`config.mk`:
```
export PLATFORM = sky130hd
export DESIGN_NAME = eacs_regs
export DESIGN_NICKNAME = d
export VERILOG_FILES = /design/src/design/eacs_pkg.sv /design/src/design/eacs_regs.sv
export SDC_FILE = /design/constraint.sdc
export NUM_CORES = 1
export LEC_CHECK = 0
export BUFFER_PORTS_ARGS = -buffer_cell sky130_fd_sc_hd__buf_2
export CORE_MARGIN = 4
export CORE_UTILIZATION = 40
export DETAILED_ROUTE_END_ITERATION = 8
export SLEW_MARGIN = 15
export SYNTH_ARGS = -nofsm -noshare
export SYNTH_HDL_FRONTEND = slang
export SYNTH_SLANG_ARGS = --single-unit
```
`constraint.sdc`:
```
create_clock -name sys_clk -period 7 [get_ports sys_clk]
set_input_delay 0.35 -clock sys_clk [delete_from_list [all_inputs] [get_ports sys_clk]]
set_output_delay 0.35 -clock sys_clk [all_outputs]
set_load 0.02 [all_outputs]
```
`src/design/eacs_pkg.sv`:
```
package eacs_pkg;
   // register byte offsets
   localparam logic [15:0] OFS_NEG_CTRL1   = 16'h00e0;
   localparam logic [15:0] OFS_NEG_CTRL2   = 16'h00e4;
   localparam logic [15:0] OFS_NEG_ABILITY = 16'h00f8;
   localparam logic [15:0] OFS_TRN_CTRL    = 16'h0100;
   localparam logic [15:0] OFS_TRN_RXDONE  = 16'h0104;
   localparam logic [15:0] OFS_TRN_PRESET  = 16'h0108;
   localparam logic [15:0] OFS_TRN_INIT    = 16'h010c;
   localparam logic [15:0] OFS_TRN_SEED01  = 16'h0110;
   localparam logic [15:0] OFS_TRN_SEED23  = 16'h0114;
   localparam logic [15:0] OFS_TRN_COEF01  = 16'h0130;
   localparam logic [15:0] OFS_TRN_COEF23  = 16'h0134;
   localparam logic [15:0] OFS_USER        = 16'h0138;
   localparam logic [15:0] OFS_SPEED_SW    = 16'h013c;
   localparam logic [15:0] OFS_TX_STAT     = 16'h0400;
   localparam logic [15:0] OFS_RX_STAT     = 16'h0404;
   localparam logic [15:0] OFS_FIFO_STAT   = 16'h0408;

   // configuration word indices
   localparam int CFG_N        = 12;
   localparam int IDX_NEG1     = 0;
   localparam int IDX_SEED_POS = 1;

   // writable bits of each configuration word
   localparam logic [CFG_N-1:0][31:0] CFG_MASK = {
      32'hffffffff, 32'h0fff0fff, 32'h0fff0fff, 32'h07ff07ff,
      32'h07ff07ff, 32'h0000000f, 32'h0000000f, 32'h0000000f,
      32'h00000003, 32'h00007fff, 32'h003f0003, 32'h00001fff};

   // values after reset, bit positions and status bit masks
   localparam logic [31:0] NEG1_RESET   = 32'h00000002;
   localparam int          NEG1_BYPASS  = 1;
   localparam logic [31:0] CFG_RESET    = 32'h00000000;
   localparam int          SW_REQ_BIT   = 0;
   localparam logic [11:0] RX_RESET     = 12'h003;
   localparam logic [11:0] RX_LOW_MASK  = 12'h003;
   localparam logic [11:0] RX_BASE_MASK = 12'h05f;
   localparam logic [11:0] RX_MAC_MASK  = 12'hfa0;
   localparam logic [16:0] FIFO_MAC     = 17'h00030;
   localparam logic [16:0] FIFO_WIDE    = 17'h00006;
   localparam logic [16:0] FIFO_PCS     = 17'h10001;

   // build variants
   typedef enum logic [1:0] {
      VAR_MAC_PCS  = 2'b00,
      VAR_PCS_ONLY = 2'b01
   } eacs_variant_t;

   // live status conditions from the core
   typedef struct packed {
      logic        txLocalFault;
      logic [11:0] rxLive;
      logic [16:0] fifoLive;
   } eacs_stat_t;

   // configuration words driven to the core
   typedef struct packed {
      logic [CFG_N-1:0][31:0] word;
   } eacs_cfg_t;
endpackage

```
`src/design/eacs_regs.sv`:
```
// Functional notes
// - A sticky-high bit holds 1 after its condition, until released.
// - A sticky-low bit stays 0 after its condition drops, until release.
// - Writing 1 to the speed request bit starts a 40G/50G rate switch.
// - The speed request bit clears itself so it acts as a one-shot.
// - Without runtime rate switching the request bit has no effect.
// - The request pulse goes to the transceiver reconfiguration helper.
// - Reset loads the negotiation-skip bit with 1.
// - Fault, framing, signal-set, timing FIFO bits exist only with MAC.
// - Underflow/overflow bits exist only in the wide 40G MAC build.
// - TX and RX FIFO error bits exist only in the PCS-only build.
`timescale 1ns/100ps
`default_nettype none
module eacs_regs #(
   parameter eacs_pkg::eacs_variant_t VARIANT = eacs_pkg::VAR_MAC_PCS,
   parameter bit RUNTIME_SWITCH = 1'b1,
   parameter bit WIDE_40G       = 1'b0
) (
   // clock and reset
   input  wire logic              sys_clk,
   input  wire logic              resetn,
   // register access port
   input  wire logic [15:0]       regAddr,
   input  wire logic              regWrEn,
   input  wire logic [31:0]       regWrData,
   input  wire logic              regRdEn,
   output var  logic [31:0]       regRdData,
   output var  logic              regRdValid,
   output var  logic              regErr,
   // core side
   input  wire eacs_pkg::eacs_stat_t statIn,
   output var  eacs_pkg::eacs_cfg_t  cfgOut,
   output var  logic              speedSwitchPulse
);

   localparam bit MAC_PCS = (VARIANT == eacs_pkg::VAR_MAC_PCS);

   // status bits present in this build
   localparam logic [11:0] RX_EXIST = eacs_pkg::RX_BASE_MASK |
      (MAC_PCS ? eacs_pkg::RX_MAC_MASK : 12'h000);
   localparam logic [16:0] FIFO_EXIST =
      (MAC_PCS ? eacs_pkg::FIFO_MAC : 17'h00000) |
      ((MAC_PCS && WIDE_40G) ? eacs_pkg::FIFO_WIDE : 17'h00000) |
      (MAC_PCS ? 17'h00000 : eacs_pkg::FIFO_PCS);

   logic [31:0]                 cfgRegs_ff [eacs_pkg::CFG_N];
   logic                        speedReq_ff;
   logic                        txHeld_ff;
   logic [11:0]                 rxHeld_ff;
   logic [16:0]                 fifoHeld_ff;
   logic [31:0]                 rdData_ff;
   logic                        rdValid_ff;
   logic                        err_ff;
   logic [31:0]                 nxt_rdData;
   logic                        nxt_err;
   logic                        cfgHit;
   logic [3:0]                  cfgIdx;
   logic                        swSel;
   logic                        txSel;
   logic                        rxSel;
   logic                        fifoSel;
   logic                        rdTx;
   logic                        rdRx;
   logic                        rdFifo;
   logic                        swReqWr;
   logic [11:0]                 rxLiveV;
   logic [16:0]                 fifoLiveV;
   logic                        txLiveV;
   logic [11:0]                 nxt_rxHeld;
   logic [16:0]                 nxt_fifoHeld;
   logic                        nxt_txHeld;

   // address decode of the configuration words
   always_comb begin
      cfgHit = 1'b1;
      cfgIdx = 4'h0;
      unique case (regAddr)
         eacs_pkg::OFS_NEG_CTRL1:   cfgIdx = 4'h0;
         eacs_pkg::OFS_NEG_CTRL2:   cfgIdx = 4'h1;
         eacs_pkg::OFS_NEG_ABILITY: cfgIdx = 4'h2;
         eacs_pkg::OFS_TRN_CTRL:    cfgIdx = 4'h3;
         eacs_pkg::OFS_TRN_RXDONE:  cfgIdx = 4'h4;
         eacs_pkg::OFS_TRN_PRESET:  cfgIdx = 4'h5;
         eacs_pkg::OFS_TRN_INIT:    cfgIdx = 4'h6;
         eacs_pkg::OFS_TRN_SEED01:  cfgIdx = 4'h7;
         eacs_pkg::OFS_TRN_SEED23:  cfgIdx = 4'h8;
         eacs_pkg::OFS_TRN_COEF01:  cfgIdx = 4'h9;
         eacs_pkg::OFS_TRN_COEF23:  cfgIdx = 4'ha;
         eacs_pkg::OFS_USER:        cfgIdx = 4'hb;
         default:                   cfgHit = 1'b0;
      endcase
   end

   // decode of the trigger and status words
   assign swSel   = (regAddr == eacs_pkg::OFS_SPEED_SW);
   assign txSel   = (regAddr == eacs_pkg::OFS_TX_STAT);
   assign rxSel   = (regAddr == eacs_pkg::OFS_RX_STAT);
   assign fifoSel = (regAddr == eacs_pkg::OFS_FIFO_STAT);
   assign rdTx    = regRdEn && txSel;
   assign rdRx    = regRdEn && rxSel;
   assign rdFifo  = regRdEn && fifoSel;
   assign swReqWr = regWrEn && swSel && regWrData[eacs_pkg::SW_REQ_BIT];

   // configuration words, negotiation skip set at reset
   always_ff @(posedge sys_clk) begin
      if (!resetn) begin
         for (int i = 0; i < eacs_pkg::CFG_N; i++) begin
            cfgRegs_ff[i] <= eacs_pkg::CFG_RESET;
         end
         cfgRegs_ff[eacs_pkg::IDX_NEG1] <= eacs_pkg::NEG1_RESET;
      end else if (regWrEn && cfgHit) begin
         // software sets enable and skip freely
         cfgRegs_ff[cfgIdx] <= regWrData &
            eacs_pkg::CFG_MASK[cfgIdx];
      end
   end

   // one-shot rate switch request toward the reconfiguration helper
   always_ff @(posedge sys_clk) begin
      if (!resetn) begin
         speedReq_ff <= 1'b0;
      end else begin
         speedReq_ff <= swReqWr && RUNTIME_SWITCH;
      end
   end

   // live conditions limited to bits present in the build
   assign txLiveV   = statIn.txLocalFault;
   assign rxLiveV   = statIn.rxLive & RX_EXIST;
   assign fifoLiveV = statIn.fifoLive & FIFO_EXIST;

   // sticky update, read releases to live value, new event wins
   always_comb begin
      nxt_txHeld   = rdTx ? txLiveV :
         (txHeld_ff | txLiveV);
      nxt_rxHeld   = rdRx ? rxLiveV :
         ((((rxHeld_ff | rxLiveV) & ~eacs_pkg::RX_LOW_MASK) |
           ((rxHeld_ff & rxLiveV) & eacs_pkg::RX_LOW_MASK)) & RX_EXIST);
      nxt_fifoHeld = rdFifo ? fifoLiveV :
         (fifoHeld_ff | fifoLiveV);
   end

   // sticky status flops
   always_ff @(posedge sys_clk) begin
      if (!resetn) begin
         txHeld_ff   <= 1'b0;
         rxHeld_ff   <= eacs_pkg::RX_RESET & RX_EXIST;
         fifoHeld_ff <= 17'h00000;
      end else begin
         txHeld_ff   <= nxt_txHeld;
         rxHeld_ff   <= nxt_rxHeld;
         fifoHeld_ff <= nxt_fifoHeld;
      end
   end

   // read data mux, unmapped reads answer zero with error
   always_comb begin
      nxt_rdData = 32'h00000000;
      nxt_err    = 1'b0;
      if (cfgHit) begin
         nxt_rdData = cfgRegs_ff[cfgIdx];
      end else if (swSel) begin
         nxt_rdData = {31'h00000000, speedReq_ff};
      end else if (txSel) begin
         nxt_rdData = {31'h00000000, txHeld_ff};
      end else if (rxSel) begin
         nxt_rdData = {20'h00000, rxHeld_ff};
      end else if (fifoSel) begin
         nxt_rdData = {15'h0000, fifoHeld_ff};
      end else begin
         nxt_err = 1'b1;
      end
   end

   // registered read answer and access error
   always_ff @(posedge sys_clk) begin
      if (!resetn) begin
         rdData_ff  <= 32'h00000000;
         rdValid_ff <= 1'b0;
         err_ff     <= 1'b0;
      end else begin
         rdValid_ff <= regRdEn;
         err_ff     <= (regRdEn || regWrEn) && nxt_err;
         if (regRdEn) begin
            rdData_ff <= nxt_rdData;
         end
      end
   end

   // outputs straight from flops
   assign regRdData        = rdData_ff;
   assign regRdValid       = rdValid_ff;
   assign regErr           = err_ff;
   assign speedSwitchPulse = speedReq_ff;
   always_comb begin
      for (int i = 0; i < eacs_pkg::CFG_N; i++) begin
         cfgOut.word[i] = cfgRegs_ff[i];
      end
   end

   // checks
   property p_sticky_high;
      @(posedge sys_clk) disable iff (!resetn)
      (rxHeld_ff[2] && !rdRx) |=> rxHeld_ff[2];
   endproperty
   a_sticky_high: assert property (p_sticky_high)
      else $error("sticky high bit dropped without read");

   property p_sticky_low;
      @(posedge sys_clk) disable iff (!resetn)
      (!rxHeld_ff[0] && !rdRx) |=> !rxHeld_ff[0];
   endproperty
   a_sticky_low: assert property (p_sticky_low)
      else $error("sticky low bit rose without read");

   property p_switch_start;
      @(posedge sys_clk) disable iff (!resetn)
      (swReqWr && RUNTIME_SWITCH) |=> speedSwitchPulse;
   endproperty
   a_switch_start: assert property (p_switch_start)
      else $error("rate switch request not issued");

   property p_one_shot;
      @(posedge sys_clk) disable iff (!resetn)
      (speedSwitchPulse && !swReqWr) |=> !speedSwitchPulse;
   endproperty
   a_one_shot: assert property (p_one_shot)
      else $error("rate switch request held");

   property p_no_runtime;
      @(posedge sys_clk) disable iff (!resetn)
      !RUNTIME_SWITCH |-> !speedSwitchPulse;
   endproperty
   a_no_runtime: assert property (p_no_runtime)
      else $error("switch pulse in fixed-rate build");

   property p_forward;
      @(posedge sys_clk) disable iff (!resetn)
      speedSwitchPulse |-> ($past(regWrEn) &&
         ($past(regAddr) == eacs_pkg::OFS_SPEED_SW));
   endproperty
   a_forward: assert property (p_forward)
      else $error("switch pulse without trigger write");

   property p_bypass_reset;
      @(posedge sys_clk) disable iff (!resetn)
      $rose(resetn) |->
         cfgOut.word[eacs_pkg::IDX_NEG1][eacs_pkg::NEG1_BYPASS];
   endproperty
   a_bypass_reset: assert property (p_bypass_reset)
      else $error("negotiation skip not set after reset");

   property p_mac_bits;
      @(posedge sys_clk) disable iff (!resetn)
      ((rxHeld_ff & ~RX_EXIST) == 12'h000) &&
      ((fifoHeld_ff & ~FIFO_EXIST) == 17'h00000);
   endproperty
   a_mac_bits: assert property (p_mac_bits)
      else $error("status bit absent in build is set");

   property p_wide_bits;
      @(posedge sys_clk) disable iff (!resetn)
      !(MAC_PCS && WIDE_40G) |-> (fifoHeld_ff[2:1] == 2'b00);
   endproperty
   a_wide_bits: assert property (p_wide_bits)
      else $error("underflow or overflow bit in wrong build");

   property p_pcs_bits;
      @(posedge sys_clk) disable iff (!resetn)
      MAC_PCS |-> (!fifoHeld_ff[0] && !fifoHeld_ff[16]);
   endproperty
   a_pcs_bits: assert property (p_pcs_bits)
      else $error("fifo error bit in MAC build");

   property p_read_release;
      @(posedge sys_clk) disable iff (!resetn)
      rdRx |=> (rxHeld_ff == $past(rxLiveV)) ##0
         (regRdData == {20'h00000, $past(rxHeld_ff)});
   endproperty
   a_read_release: assert property (p_read_release)
      else $error("read did not release sticky bits");

   property p_tx_sets;
      @(posedge sys_clk) disable iff (!resetn)
      txLiveV |=> txHeld_ff;
   endproperty
   a_tx_sets: assert property (p_tx_sets)
      else $error("tx fault not latched");

   property p_rx_sets;
      @(posedge sys_clk) disable iff (!resetn)
      ((rxLiveV & ~eacs_pkg::RX_LOW_MASK) != 12'h000) |=>
         ((rxHeld_ff & $past(rxLiveV) & ~eacs_pkg::RX_LOW_MASK) ==
          ($past(rxLiveV) & ~eacs_pkg::RX_LOW_MASK));
   endproperty
   a_rx_sets: assert property (p_rx_sets)
      else $error("rx sticky high bit not latched");

   property p_low_drop;
      @(posedge sys_clk) disable iff (!resetn)
      ((rxLiveV & eacs_pkg::RX_LOW_MASK) != eacs_pkg::RX_LOW_MASK) |=>
         ((rxHeld_ff & ~$past(rxLiveV) & eacs_pkg::RX_LOW_MASK) == 12'h000);
   endproperty
   a_low_drop: assert property (p_low_drop)
      else $error("sticky low bit did not drop");

   property p_low_hold1;
      @(posedge sys_clk) disable iff (!resetn)
      (!rxHeld_ff[1] && !rdRx) |=> !rxHeld_ff[1];
   endproperty
   a_low_hold1: assert property (p_low_hold1)
      else $error("second sticky low bit rose without read");

   property p_tx_release;
      @(posedge sys_clk) disable iff (!resetn)
      rdTx |=> (txHeld_ff == $past(txLiveV));
   endproperty
   a_tx_release: assert property (p_tx_release)
      else $error("tx read did not release sticky bit");

   property p_fifo_release;
      @(posedge sys_clk) disable iff (!resetn)
      rdFifo |=> (fifoHeld_ff == $past(fifoLiveV));
   endproperty
   a_fifo_release: assert property (p_fifo_release)
      else $error("fifo read did not release sticky bits");

   property p_write_lands;
      @(posedge sys_clk) disable iff (!resetn)
      (regWrEn && cfgHit) |=> (cfgOut.word[$past(cfgIdx)] ==
         ($past(regWrData) & eacs_pkg::CFG_MASK[$past(cfgIdx)]));
   endproperty
   a_write_lands: assert property (p_write_lands)
      else $error("configuration write not stored under mask");

   property p_skip_held;
      @(posedge sys_clk) disable iff (!resetn)
      (cfgOut.word[eacs_pkg::IDX_NEG1][eacs_pkg::NEG1_BYPASS] &&
       !(regWrEn && cfgHit && (cfgIdx == eacs_pkg::IDX_NEG1))) |=>
         cfgOut.word[eacs_pkg::IDX_NEG1][eacs_pkg::NEG1_BYPASS];
   endproperty
   a_skip_held: assert property (p_skip_held)
      else $error("negotiation skip cleared without write");

   property p_switch_data;
      @(posedge sys_clk) disable iff (!resetn)
      speedSwitchPulse |-> $past(regWrData[eacs_pkg::SW_REQ_BIT]);
   endproperty
   a_switch_data: assert property (p_switch_data)
      else $error("switch pulse without request bit written");

endmodule // eacs_regs
`default_nettype wire

```
# After elaboration in Yosys (flattened, before gate mapping)
# Memories as Yosys holds them, arrays and structs flattened.
# Cells that the tools add are included.
[totals]
inputBits = 82
ff_bits = 65
n_memories = 2
latch_bits = 0
mem_bits_rw = 384
rom_bits = 512
elab_cells = 70
output_inout_bits = 419
[memory_table]
columns = ["name", "depth", "width", "rd", "rd_clocked_by_memory_dff", "write_ports", "line_no", "rtl"]
rows = [
  ["(name not given)", 16, 32, 1, 0, 0, "eacs_regs.sv:114", "eacs_pkg::CFG_MASK[cfgIdx];"],
  ["cfgRegs_ff", 12, 32, 13, 0, 12, "eacs_regs.sv:46", "logic [31:0] cfgRegs_ff [eacs_pkg::CFG_N];"],
]
[op_classes]
mux = 24
n_lt_le_gt_ge = 1
add_sub_neg = 0
shift = 0
div_mod_pow = 0
bitwise = 8
multipliers = 0
eq_ne = 16
n_reduce_logical = 11
[op_table]
columns = ["operator", "count"]
rows = [
  ["16-bit by 9-bit == test with 1-bit output, second input constant", 10],
  ["32-bit two-way mux", 4],
  ["17-bit two-way mux", 4],
  ["16-bit by 11-bit == test with 1-bit output, second input constant", 3],
  ["16-bit by 8-bit == test with 1-bit output, second input constant", 3],
  ["4-bit one-hot mux with 11 select lines", 1],
  ["32-bit bitwise AND", 1],
  ["32-bit OR reduction", 1],
  ["17-bit by 6-bit OR with 17-bit output", 1],
  ["1-bit two-way mux", 12],
  ["12-bit two-way mux", 1],
  ["12-bit OR", 1],
  ["12-bit by 2-bit OR with 12-bit output", 1],
  ["12-bit OR reduction", 1],
  ["1-bit logical AND", 7],
  ["6-bit two-way mux", 1],
  ["4-bit by 5-bit < comparator with 1-bit output, second input constant", 1],
  ["4-bit two-way mux", 1],
  ["2-bit bitwise AND", 1],
  ["1-bit OR", 2],
  ["2-bit OR reduction", 1],
  ["1-bit logical OR", 1],
  ["1-bit inverter", 1],
]

# Logic depth before layout (Yosys ltp)
# Gate-level depths: netlist (run 1).
[depth]
word_depth = 9
mapped_depth = 12
depth_no_buf = 8

# Least setup slack after synthesis (run 1)
# Ideal clock, no wire load.
[synth_path]
kind = "input -> register"
start = "in regAddr[9]"
end = "mem cfgRegs_ff[9][0] (enable)"
t_required_ps = 6611
slack_ps = 3402
setup_time_ps = 389
arrival_ps = 3208
path_stages = 9
n_path_buf = 1
cell_sequence = "nor4_4 > nand2_1 > or4_1 > o211ai_2 > nand3_2 > nor3_1 > nand2_1 > clkbuf_1 > nand2_1"
[synth_rtl]
columns = ["element", "line_no", "rtl"]
rows = [
  ["start: declaration", "eacs_regs.sv:23", "input wire logic [15:0] regAddr,"],
  ["end: declaration", "eacs_regs.sv:46", ""],
]

==> out/results.tsv, run 1 <==
metric	value	unit
status	complete, no violations	
via_per_inst	5.43	
hold_path_class	primary input to register	
area_delta_synth_final	29.6	%
dpl_worst_slack	2.18	ns
yosys_warnings	0	
cp_max_fo	23	
relSlewSlack	15.8	%
antenna_left	0	
drt_iter0_drc	1803	
tritoncts	built	
vdd_drop_max	0.000177	V
worstSkewPairLatency	0.58	ns
cts_root_buf	clkbuf_16	
grt_pass1_wl	106000	microns
cts.sinks	434	
portBuffers	485	
antenna_found_initial	9	
reg2reg_from	cfgRegs_ff[7][29]$_SDFFCE_PN0P_	
cellLeakagePower	9.89	nW
postCtsSetupRepairBufs	0	
cts_hold_buf	9	
holdCritStartpoint	statIn[20]	
finalPower	6.23	mW
hold_violations	0	
synth_seq_cells	434	
yosysMostFrequentCell	edfxtp_1	
async_reset_ff_share	0	%
synth_ff_type	edfxtp_1	
maxCapViolCount	0	
timing.final.ws_setup	2.66	ns
ys_seq_area_share	67.0	%
fin_skew	0.0190	ns
track_usage	28.9	%
crit_path_start	regAddr[11]	
globalplace.congestion	0.922	
syn_avg_cell_area	11.7	sq um
fin_tns_setup	0	ns
crit_type	primary input to register	
yosys.area.top_type_share	61.7	%
first_pass_iters	5	
start_util	40.8	%
die-height	224	microns
fin_nets	2360	
arrival	4.66	ns
die_w	224	microns
worstSetupStartpointType	primary input	
fp-row-count	78	
critPathCaptureType	register	
clockBufferDepth	3	
yosys.area.top_type	edfxtp_1	
first_global_vias	15100	
grt_max_degree	46	
drive_gt1_share	27.1	%
rsz0062_at_grt	no	
synthCells	1598	
finalCritPeriodShare	62.0	%
netlist_area	18700	sq um
core-area	45800	sq um
max_clock_freq	0.230	GHz
synth-edff-count	384	
ioPinCount	501	
synthTopCellsByCount	384 x edfxtp_1, 250 x nand2_1, 195 x nor2_1, 125 x a21oi_1, 105 x o21ai_0	
worst_slew_pin_slew	1.26	ns
yosysUniqueCellTypes	74	
numCtsBuffers	47	
die_area	50300	sq um
htreeDepth	2	
vias	15900	
power.density	257	nW/um^2
fin_crit	4.34	ns
synthTopCellsByArea	edfxtp_1 62%, dfxtp_1 5.4%, nand2_1 5.0%	
cts_resized	0	
finalMaxSlewViolations	0	
post-route-drc-count	0	
grt.overflow.total	0	
wl_per_cell	26.0	microns
routed_wirelength	76000	microns
finalSetupViolations	0	
clk_pin_slew_worst_paths	0.06	ns
post-dp-hpwl	53900	microns
cp_data_required_time	7.32	ns
critical path, stage by stage:
cell      delay, ns
buf_2          0.13
or4_1          0.61
nor2_2         0.92
o211ai_1       0.60
a31oi_4        0.32
buf_4          0.37
nand2b_1       0.15
buf_4          0.28
a21oi_1        0.39
nand2_1        0.43
nor2_1         0.09
cell usage in the layout, fill, tap and decap left out, types with 20 or more instances in the layout:
| cell type | Yosys | layout |
|---|---|---|
| clkbuf_16 | 0 | 49 |
| nand2_1 | 250 | 237 |
| o221ai_1 | 20 | 20 |
| mux2i_1 | 33 | 33 |
| buf_4 | 0 | 26 |
| o21ai_0 | 105 | 105 |
| nor2_1 | 195 | 191 |
| dfxtp_1 | 50 | 50 |
| buf_2 | 16 | 485 |
| a221o_1 | 21 | 21 |
| a21oi_1 | 125 | 124 |
| conb_1 | 1 | 210 |
| edfxtp_1 | 384 | 384 |
| nand3_1 | 47 | 47 |
| inv_1 | 34 | 33 |
| o2bb2ai_1 | 22 | 22 |
flip-flops by register name (all words and copies together) (netlist names):
signal	flops
cfgRegs_ff	384
regRdData	32
rxHeld_ff	12
fifoHeld_ff	2
regErr	1
regRdValid	1
speedSwitchPulse	1
txHeld_ff	1
routing by layer:
| layer | global-route usage, % | share of wire, % |
|---|---|---|
| met5 | 0 | 0.096 |
| met2 | 45.3 | 46 |
| met4 | 10.7 | 4.2 |
| met3 | 7.44 | 9.8 |
| met1 | 39.1 | 40 |
stage by stage:
stage / util, % / std cells / area [sq um] / hold slack [ns]
after floorplan: - / 1807 / 19500 / 0.455
final: 52.9 / 2923 / 24200 / 0.0329
after detailed placement: 49.3 / 2820 / 22600 / 0.447
after CTS: 52.9 / 2917 / 24200 / 0.00456
after global placement: 49.3 / 2820 / 22600 / 0.434
after global routing: 52.9 / 2920 / 24200 / 0.0233
path summary, 6_finish.rpt:
kind | end | slack (ns) | depth (start not counted)
max reg2reg | regRdData[29]$_SDFFE_PN0P_ | 5.34 | 5
min reg2reg | regRdData[26]$_SDFFE_PN0P_ | 0.46 | 2
min | rxHeld_ff[3]$_SDFF_PN0_ | 0.03 | 3
max | cfgRegs_ff[8][8]$_SDFFCE_PN0P_ | 2.66 | 11
report_power, final:
part / internal, mW / total [mW] / switching [mW]
Sequential: 2.99 / 3.10 / 0.109
Combinational: 0.159 / 0.594 / 0.435
Clock: 1.49 / 2.53 / 1.04
Total: 4.64 / 6.23 / 1.58
cell type report:
| type | instances | area (sq um) |
|---|---|---|
| antenna | 6 | 15.0 |
| clock buffer | 69 | 1350 |
| clock inverter | 19 | 216 |
| fill | 4164 | 21500 |
| inverter | 34 | 128 |
| multi-input combinational | 1241 | 6530 |
| sequential | 434 | 12500 |
| tap | 600 | 751 |
| timing repair buffer | 520 | 2710 |
cells by family after synthesis:
group	synth area share, %
xor+xnor	0.141
buf+inv	2.84
simple gates	14.3
other cells	0.0201
compound gates	12.8
mux	2.91
flops	67.0
Note: power is estimated with default switching activity, not from simulation.
==> inputs of run 2 (changes only) <==
--- a/config.mk
+++ b/config.mk
@@ -5,6 +5,7 @@
 export SDC_FILE = /design/constraint.sdc
 export NUM_CORES = 1
 export LEC_CHECK = 0
+export ABC_AREA = 1
 export BUFFER_PORTS_ARGS = -buffer_cell sky130_fd_sc_hd__buf_2
 export CORE_MARGIN = 4
 export CORE_UTILIZATION = 40
==> constraint.sdc (replaced) <==
create_clock -name sys_clk -period 4 [get_ports sys_clk]
set_input_delay 0.2 -clock sys_clk [delete_from_list [all_inputs] [get_ports sys_clk]]
set_output_delay 0.2 -clock sys_clk [all_outputs]
set_load 0.02 [all_outputs]
==> out/results.tsv, run 2 <==
metric	value	unit	change
area_delta_synth_final	30.5	%	
globalplace.congestion	0.932		+1.1%
post-route-drc-count	0		unchanged
synthTopCellsByArea	edfxtp_1 61%, nand2_1 9.2%, nor2_1 8.8%		
cp_max_fo	26		+13%
die-height	226	microns	+0.83%
via_per_inst	5.07		-6.8%
first_global_vias	15800		+4.5%
cts_root_buf	clkbuf_16		
grt_max_degree	67		+46%
worstSetupStartpointType	primary input		
tritoncts	built		
synthTopCellsByCount	468 x nand2_1, 448 x nor2_1, 384 x edfxtp_1, 155 x nand3_1, 100 x o21ai_0		
cpMaxStageDelayCell	buf_4		
clk_pin_slew_worst_paths	0.06	ns	about the same
top_register	cfgRegs_ff		
yosysMostFrequentCell	nand2_1		
fin_skew	0.0118	ns	-0.00720 ns
p_switching	2.76	mW	+74%
max_clock_freq	0.369	GHz	
ys_seq_area_share	65.9	%	-1.1 points
final_cell_mix	485 x buf_2, 457 x nand2_1, 447 x nor2_1		
yosys.area.top_type	edfxtp_1		
fin_crit	2.71	ns	
yosys.area.top_type_share	60.6	%	-1.0 points
placedCellCount	3168		+12%
hold_violations	0		unchanged
cp_data_required_time	4.28	ns	-3.04 ns
clockBufferDepth	3		unchanged
finalPower	10.9	mW	+74%
grt.overflow.total	0		unchanged
fin_nets	2717		+15%
netSwitchingFraction	25.4	%	about the same
start_util	40.7	%	-0.17 points
worstSkewPairLatency	0.58	ns	about the same
stdcell_count	3286		+12%
antenna_found_initial	5		-4
wl_per_cell	22.4	microns	-14%
layout.cells.most_common	buf_2		
cts_hold_buf	23		+14
hold_path_class	primary input to register		
vdd_drop_max	0.000334	V	+88%
die_area	51100	sq um	+1.7%
worst_slew_pin_slew	0.985	ns	-0.278 ns
finalCritPeriodShare	67.8	%	
htreeDepth	2		unchanged
clkPwrFrac	40.2	%	-0.4 points
power.density	438	nW/um^2	+70%
status	complete, no violations		
cellLeakagePower	10.5	nW	+6.6%
grt_pass1_wl	104000	microns	-1.7%
synth_ff_type	edfxtp_1		
numCtsBuffers	49		+4.3%
portBuffers	485		unchanged
finalSetupViolations	0		unchanged
path_cells	buf_2 -> nor2_1 -> nand2_1 -> nor2_4 -> nand2_1 -> nand2_2 -> a31oi_2 -> nand3_2 -> nand2_4 -> inv_2 -> buf_4 -> nand3_1 -> nand2_2 -> buf_12		
vias	16600		+4.8%
rsz0062_at_grt	no		
first_pass_iters	7		+2
synth-edff-count	384		unchanged
drt_iter0_drc	1609		-11%
routed_wirelength	73600	microns	-3.2%
ioPinCount	501		unchanged
largest_reg_flops	384		unchanged
slowest_delay	0.37	ns	-0.55 ns
synth_seq_cells	434		unchanged
cts_resized	0		unchanged
core-area	46800	sq um	+2.1%
netlist_area	19000	sq um	+1.7%
yosysUniqueCellTypes	37		-50%
antenna_left	0		unchanged
fin_tns_setup	0	ns	unchanged
finalMaxSlewViolations	0		unchanged
arrival	2.99	ns	-1.67 ns
p_int	8.10	mW	+74%
crit_type	primary input to register		
p_seq_share	49.7	%	about the same
synthCells	1929		+21%
post-dp-hpwl	52900	microns	-1.8%
async_reset_ff_share	0	%	unchanged
combPwrFrac	10.1	%	+0.6 points
track_usage	27.7	%	-1.2 points
cts.sinks	434		unchanged
critPathCaptureType	register		
postCtsSetupRepairBufs	0		unchanged
yosys_warnings	0		unchanged
maxCapViolCount	0		unchanged
fp-row-count	79		+1.3%
drive_gt1_share	24.9	%	-2.3 points
relSlewSlack	34.2	%	+18 points
die_w	226	microns	+0.83%
syn_avg_cell_area	9.86	sq um	-16%
-- run 2: stage by stage --
stage	worst slack, ns	util (%)	cell area [sq um]	hold WS [ns]
final	1.29	53.1	24800	0.0623
after detailed placement	0.717	49.2	23000	0.421
after floorplan	1.21	-	19800	0.312
after global routing	1.07	53.1	24800	0.0457
after global placement	0.765	49.2	23000	0.410
after CTS	1.33	53.0	24800	0.0176
-- run 2: power by group through the flow --
stage | clock network [mW] | registers [mW] | logic (mW)
floorplan | 0 | 5.80 | 0.241
global placement | 0 | 5.48 | 1.08
detailed placement | 0 | 5.48 | 1.08
CTS | 4.42 | 5.39 | 1.10
global route | 4.61 | 5.42 | 1.18
finish | 4.36 | 5.39 | 1.10
-- run 2: kinds of logic (layout without fill, tap and decap cells) --
family                 after synthesis  count (layout)  share of synthesized area (%)
flip-flops                         434             434                           65.9
AO/OA/AOI/OAI                      213             213                           5.78
buffers and inverters              160             695                           3.84
AND/OR/NAND/NOR                   1121            1121                           24.5
other                                1             216                         0.0197
-- run 2: cell type report --
class | instances | area (sq um)
Tap cell | 607 | 759
Clock buffer | 64 | 1350
Multi-Input combinational cell | 1544 | 6600
Sequential cell | 434 | 12500
Antenna cell | 6 | 15.0
Inverter | 49 | 184
Clock inverter | 25 | 195
Fill cell | 4338 | 21900
Timing Repair Buffer | 557 | 3180
-- run 2: metal layers --
metal | vias to the layer above | GRT usage [%] | routed length, microns
met5 | - | 0 | 0
met4 | 0 | 8.68 | 2050
met3 | 108 | 7.21 | 7500
met2 | 842 | 42.1 | 32900
met1 | 7974 | 39.2 | 31100
li1 | 7722 | - | -
-- run 2: worst paths after layout --
kind	end	cells past startpoint	slack, ns	start
worst max-delay path	cfgRegs_ff[7][31]$_SDFFCE_PN0P_	14	1.29	regAddr[10]
worst min-delay path	cfgRegs_ff[10][26]$_SDFFCE_PN0P_	3	0.06	regWrData[26]
worst max register to register	regRdData[18]$_SDFFE_PN0P_	6	2.49	cfgRegs_ff[3][18]$_SDFFCE_PN0P_
worst min register to register	regRdData[12]$_SDFFE_PN0P_	2	0.46	regRdData[12]$_SDFFE_PN0P_
-- run 2: worst max-delay path: cells and delay by family --
family	cells	cell delay [ns]
and+or+nand+nor	9	1.77
buffers and inverters	4	0.85
AOI/OAI and AO/OA	1	0.12
==> inputs of run 3 (changes only) <==
==> constraint.sdc (replaced) <==
create_clock -name sys_clk -period 2.7 [get_ports sys_clk]
set_input_delay 0.135 -clock sys_clk [delete_from_list [all_inputs] [get_ports sys_clk]]
set_output_delay 0.135 -clock sys_clk [all_outputs]
set_load 0.02 [all_outputs]
==> out/results.tsv, run 3 (synthesis gave the netlist of run 2 again) <==
metric	value	unit	change
status	complete, no violations		
cts.sinks	434		unchanged
met1_usage	38.7	%	-0.49 points
tritoncts	built		
cp_max_fo	35		+35%
rsz0062_at_grt	no		
netSwitchingFraction	25.5	%	+0.044 points
min_path_cells	3		unchanged
cts_resized	0		unchanged
critPathCaptureType	register		
fin_area	25400	sq um	+2.4%
post-route-drc-count	0		unchanged
ff2ff_path_depth	6		unchanged
slowest_delay	0.41	ns	+0.04 ns
hold_violations	0		unchanged
drive_gt1_share	26.2	%	+1.3 points
hold_ws	0.00709	ns	-0.0552 ns
fin_tns_setup	0	ns	unchanged
globalplace.congestion	0.931		about the same
vias	16800		+0.70%
arrival	2.72	ns	-0.27 ns
core-area	46800	sq um	unchanged
antenna_found_initial	8		+3
antenna_left	0		unchanged
power.density	633	nW/um^2	+45%
regArea	12500	sq um	unchanged
die_area	51100	sq um	unchanged
grt_pass1_wl	104000	microns	about the same
multi_input_comb_area	6610	sq um	about the same
hold_path_class	primary input to register		
clkPwrFrac	39.8	%	-0.4 points
start_util	40.7	%	unchanged
largest_reg_flops	384		unchanged
routed_wirelength	73500	microns	about the same
fin_nets	2768		+1.9%
clockBufferDepth	3		unchanged
fin_skew	0.0266	ns	+0.0148 ns
numCtsBuffers	48		-2.0%
first_pass_iters	7		unchanged
cts_root_buf	clkbuf_16		
p_switching	4.10	mW	+48%
finalMaxSlewViolations	0		unchanged
wl_per_cell	22.0	microns	-1.5%
p_int	12.0	mW	+48%
die_w	226	microns	unchanged
relSlewSlack	64.1	%	+30 points
placed_cell_area	23600	sq um	+2.3%
fin_crit	2.19	ns	
post-dp-hpwl	53800	microns	+1.5%
worstSkewPairLatency	0.59	ns	about the same
grt.overflow.total	0		unchanged
grt.busiest_layer	met2		
portBuffers	485		unchanged
postCtsSetupRepairBufs	0		unchanged
layout.cells.most_common	buf_2		
crit_type	primary input to register		
via_per_inst	5.02		-0.81%
vdd_drop_max	0.000593	V	+78%
path_cells	buf_2 -> inv_1 -> nand2_1 -> nor2_1 -> nand3_1 -> nand2_1 -> nand2_1 -> nand2_8 -> buf_12 -> nor2_1 -> o21ai_0 -> nand3_1 -> nand3_1 -> nand2_1 -> a21oi_1		
cp_data_required_time	3.22	ns	-1.06 ns
worst_slew_pin_slew	0.538	ns	-0.447 ns
area_delta_synth_final	33.5	%	
cellLeakagePower	10.9	nW	+3.0%
fp-row-count	79		unchanged
clk_pin_slew_worst_paths	0.07	ns	about the same
finalSetupViolations	0		unchanged
track_usage	27.6	%	-0.055 points
drt_iter0_drc	1820		+13%
maxCapViolCount	0		unchanged
combPwrFrac	10.4	%	+0.3 points
max_clock_freq	0.456	GHz	
htreeDepth	2		unchanged
ioPinCount	501		unchanged
worstSetupStartpointType	primary input		
p_seq_share	49.8	%	about the same
fillCellCount	4229		-2.5%
top_register	cfgRegs_ff		
grtUsageMet3	6.94	%	-0.27 points
first_global_vias	15800		+0.044%
finalCritPeriodShare	81.2	%	
cpMaxStageDelayCell	o21ai_0		
grtUsageMet2	42.5	%	+0.37 points
final_cell_mix	485 x buf_2, 456 x nand2_1, 447 x nor2_1		
path_common_cell	nand2_1		
die-height	226	microns	unchanged
grt_max_degree	78		+16%
## run 3: cell types whose count changed in the layout (fill, tap and decap cells not counted), sizes merged
cell         delta
buf            +45
clkinv          -3
dlygate4sd3     +7
inv             +1
diode           -1
clkbuf          +1
## run 3: worst paths after layout
path	from	end	slack [ns]
worst min register to register	regRdData[27]$_SDFFE_PN0P_	regRdData[27]$_SDFFE_PN0P_	0.47
worst max register to register	cfgRegs_ff[6][31]$_SDFFCE_PN0P_	regRdData[31]$_SDFFE_PN0P_	1.22
worst max-delay path	regAddr[11]	regRdData[17]$_SDFFE_PN0P_	0.51
worst min-delay path	regWrData[14]	cfgRegs_ff[2][14]$_SDFFCE_PN0P_	0.007
## run 3: layout make-up
type | count | area share, %
Antenna cell | 5 | 0.0493
Tap cell | 607 | 2.99
Sequential cell | 434 | 49.4
Clock buffer | 65 | 5.23
Multi-Input combinational cell | 1544 | 26.0
Clock inverter | 23 | 0.793
Timing Repair Buffer | 609 | 14.9
Inverter | 49 | 0.724
## run 3: routing by layer
metal  part of all wire (%)  vias to the layer above
met3                     10                      135
met1                     42                     7909
li1                       -                     7824
met4                    3.2                        6
met5                  0.046                        -
met2                     45                      889
## run 3: worst max-delay path, delay by kind of cell
| kind | cells | cell delay (ns) |
|---|---|---|
| simple gates | 10 | 1.61 |
| buf+inv | 3 | 0.40 |
| compound gates | 2 | 0.52 |
## run 3: power groups by stage
stage,Combinational [mW],Sequential (mW),Clock [mW]
final,1.67,8.00,6.40
after global routing,1.78,8.04,6.78
after CTS,1.67,8.00,6.54
after detailed placement,1.62,8.14,0
after global placement,1.62,8.13,0
after floorplan,0.357,8.59,0
## run 3: timing repair
item / CTS / global route
hold endpoints to repair: 44 / 0
hold buffers: 30 / 0
endpoints found under the setup margin: 0 / 0
## run 3: through the flow
stage | std cells | setup WS (ns) | total power [mW] | util, %
final | 3336 | 0.508 | 16.1 | 54.3
after global routing | 3334 | 0.356 | 16.6 | 54.3
after CTS | 3331 | 0.664 | 16.2 | 54.3
after detailed placement | 3213 | 0.0393 | 9.76 | 50.4
after global placement | 3213 | 0.00503 | 9.75 | 50.4
after floorplan | 2138 | 0.00207 | 8.95 | -
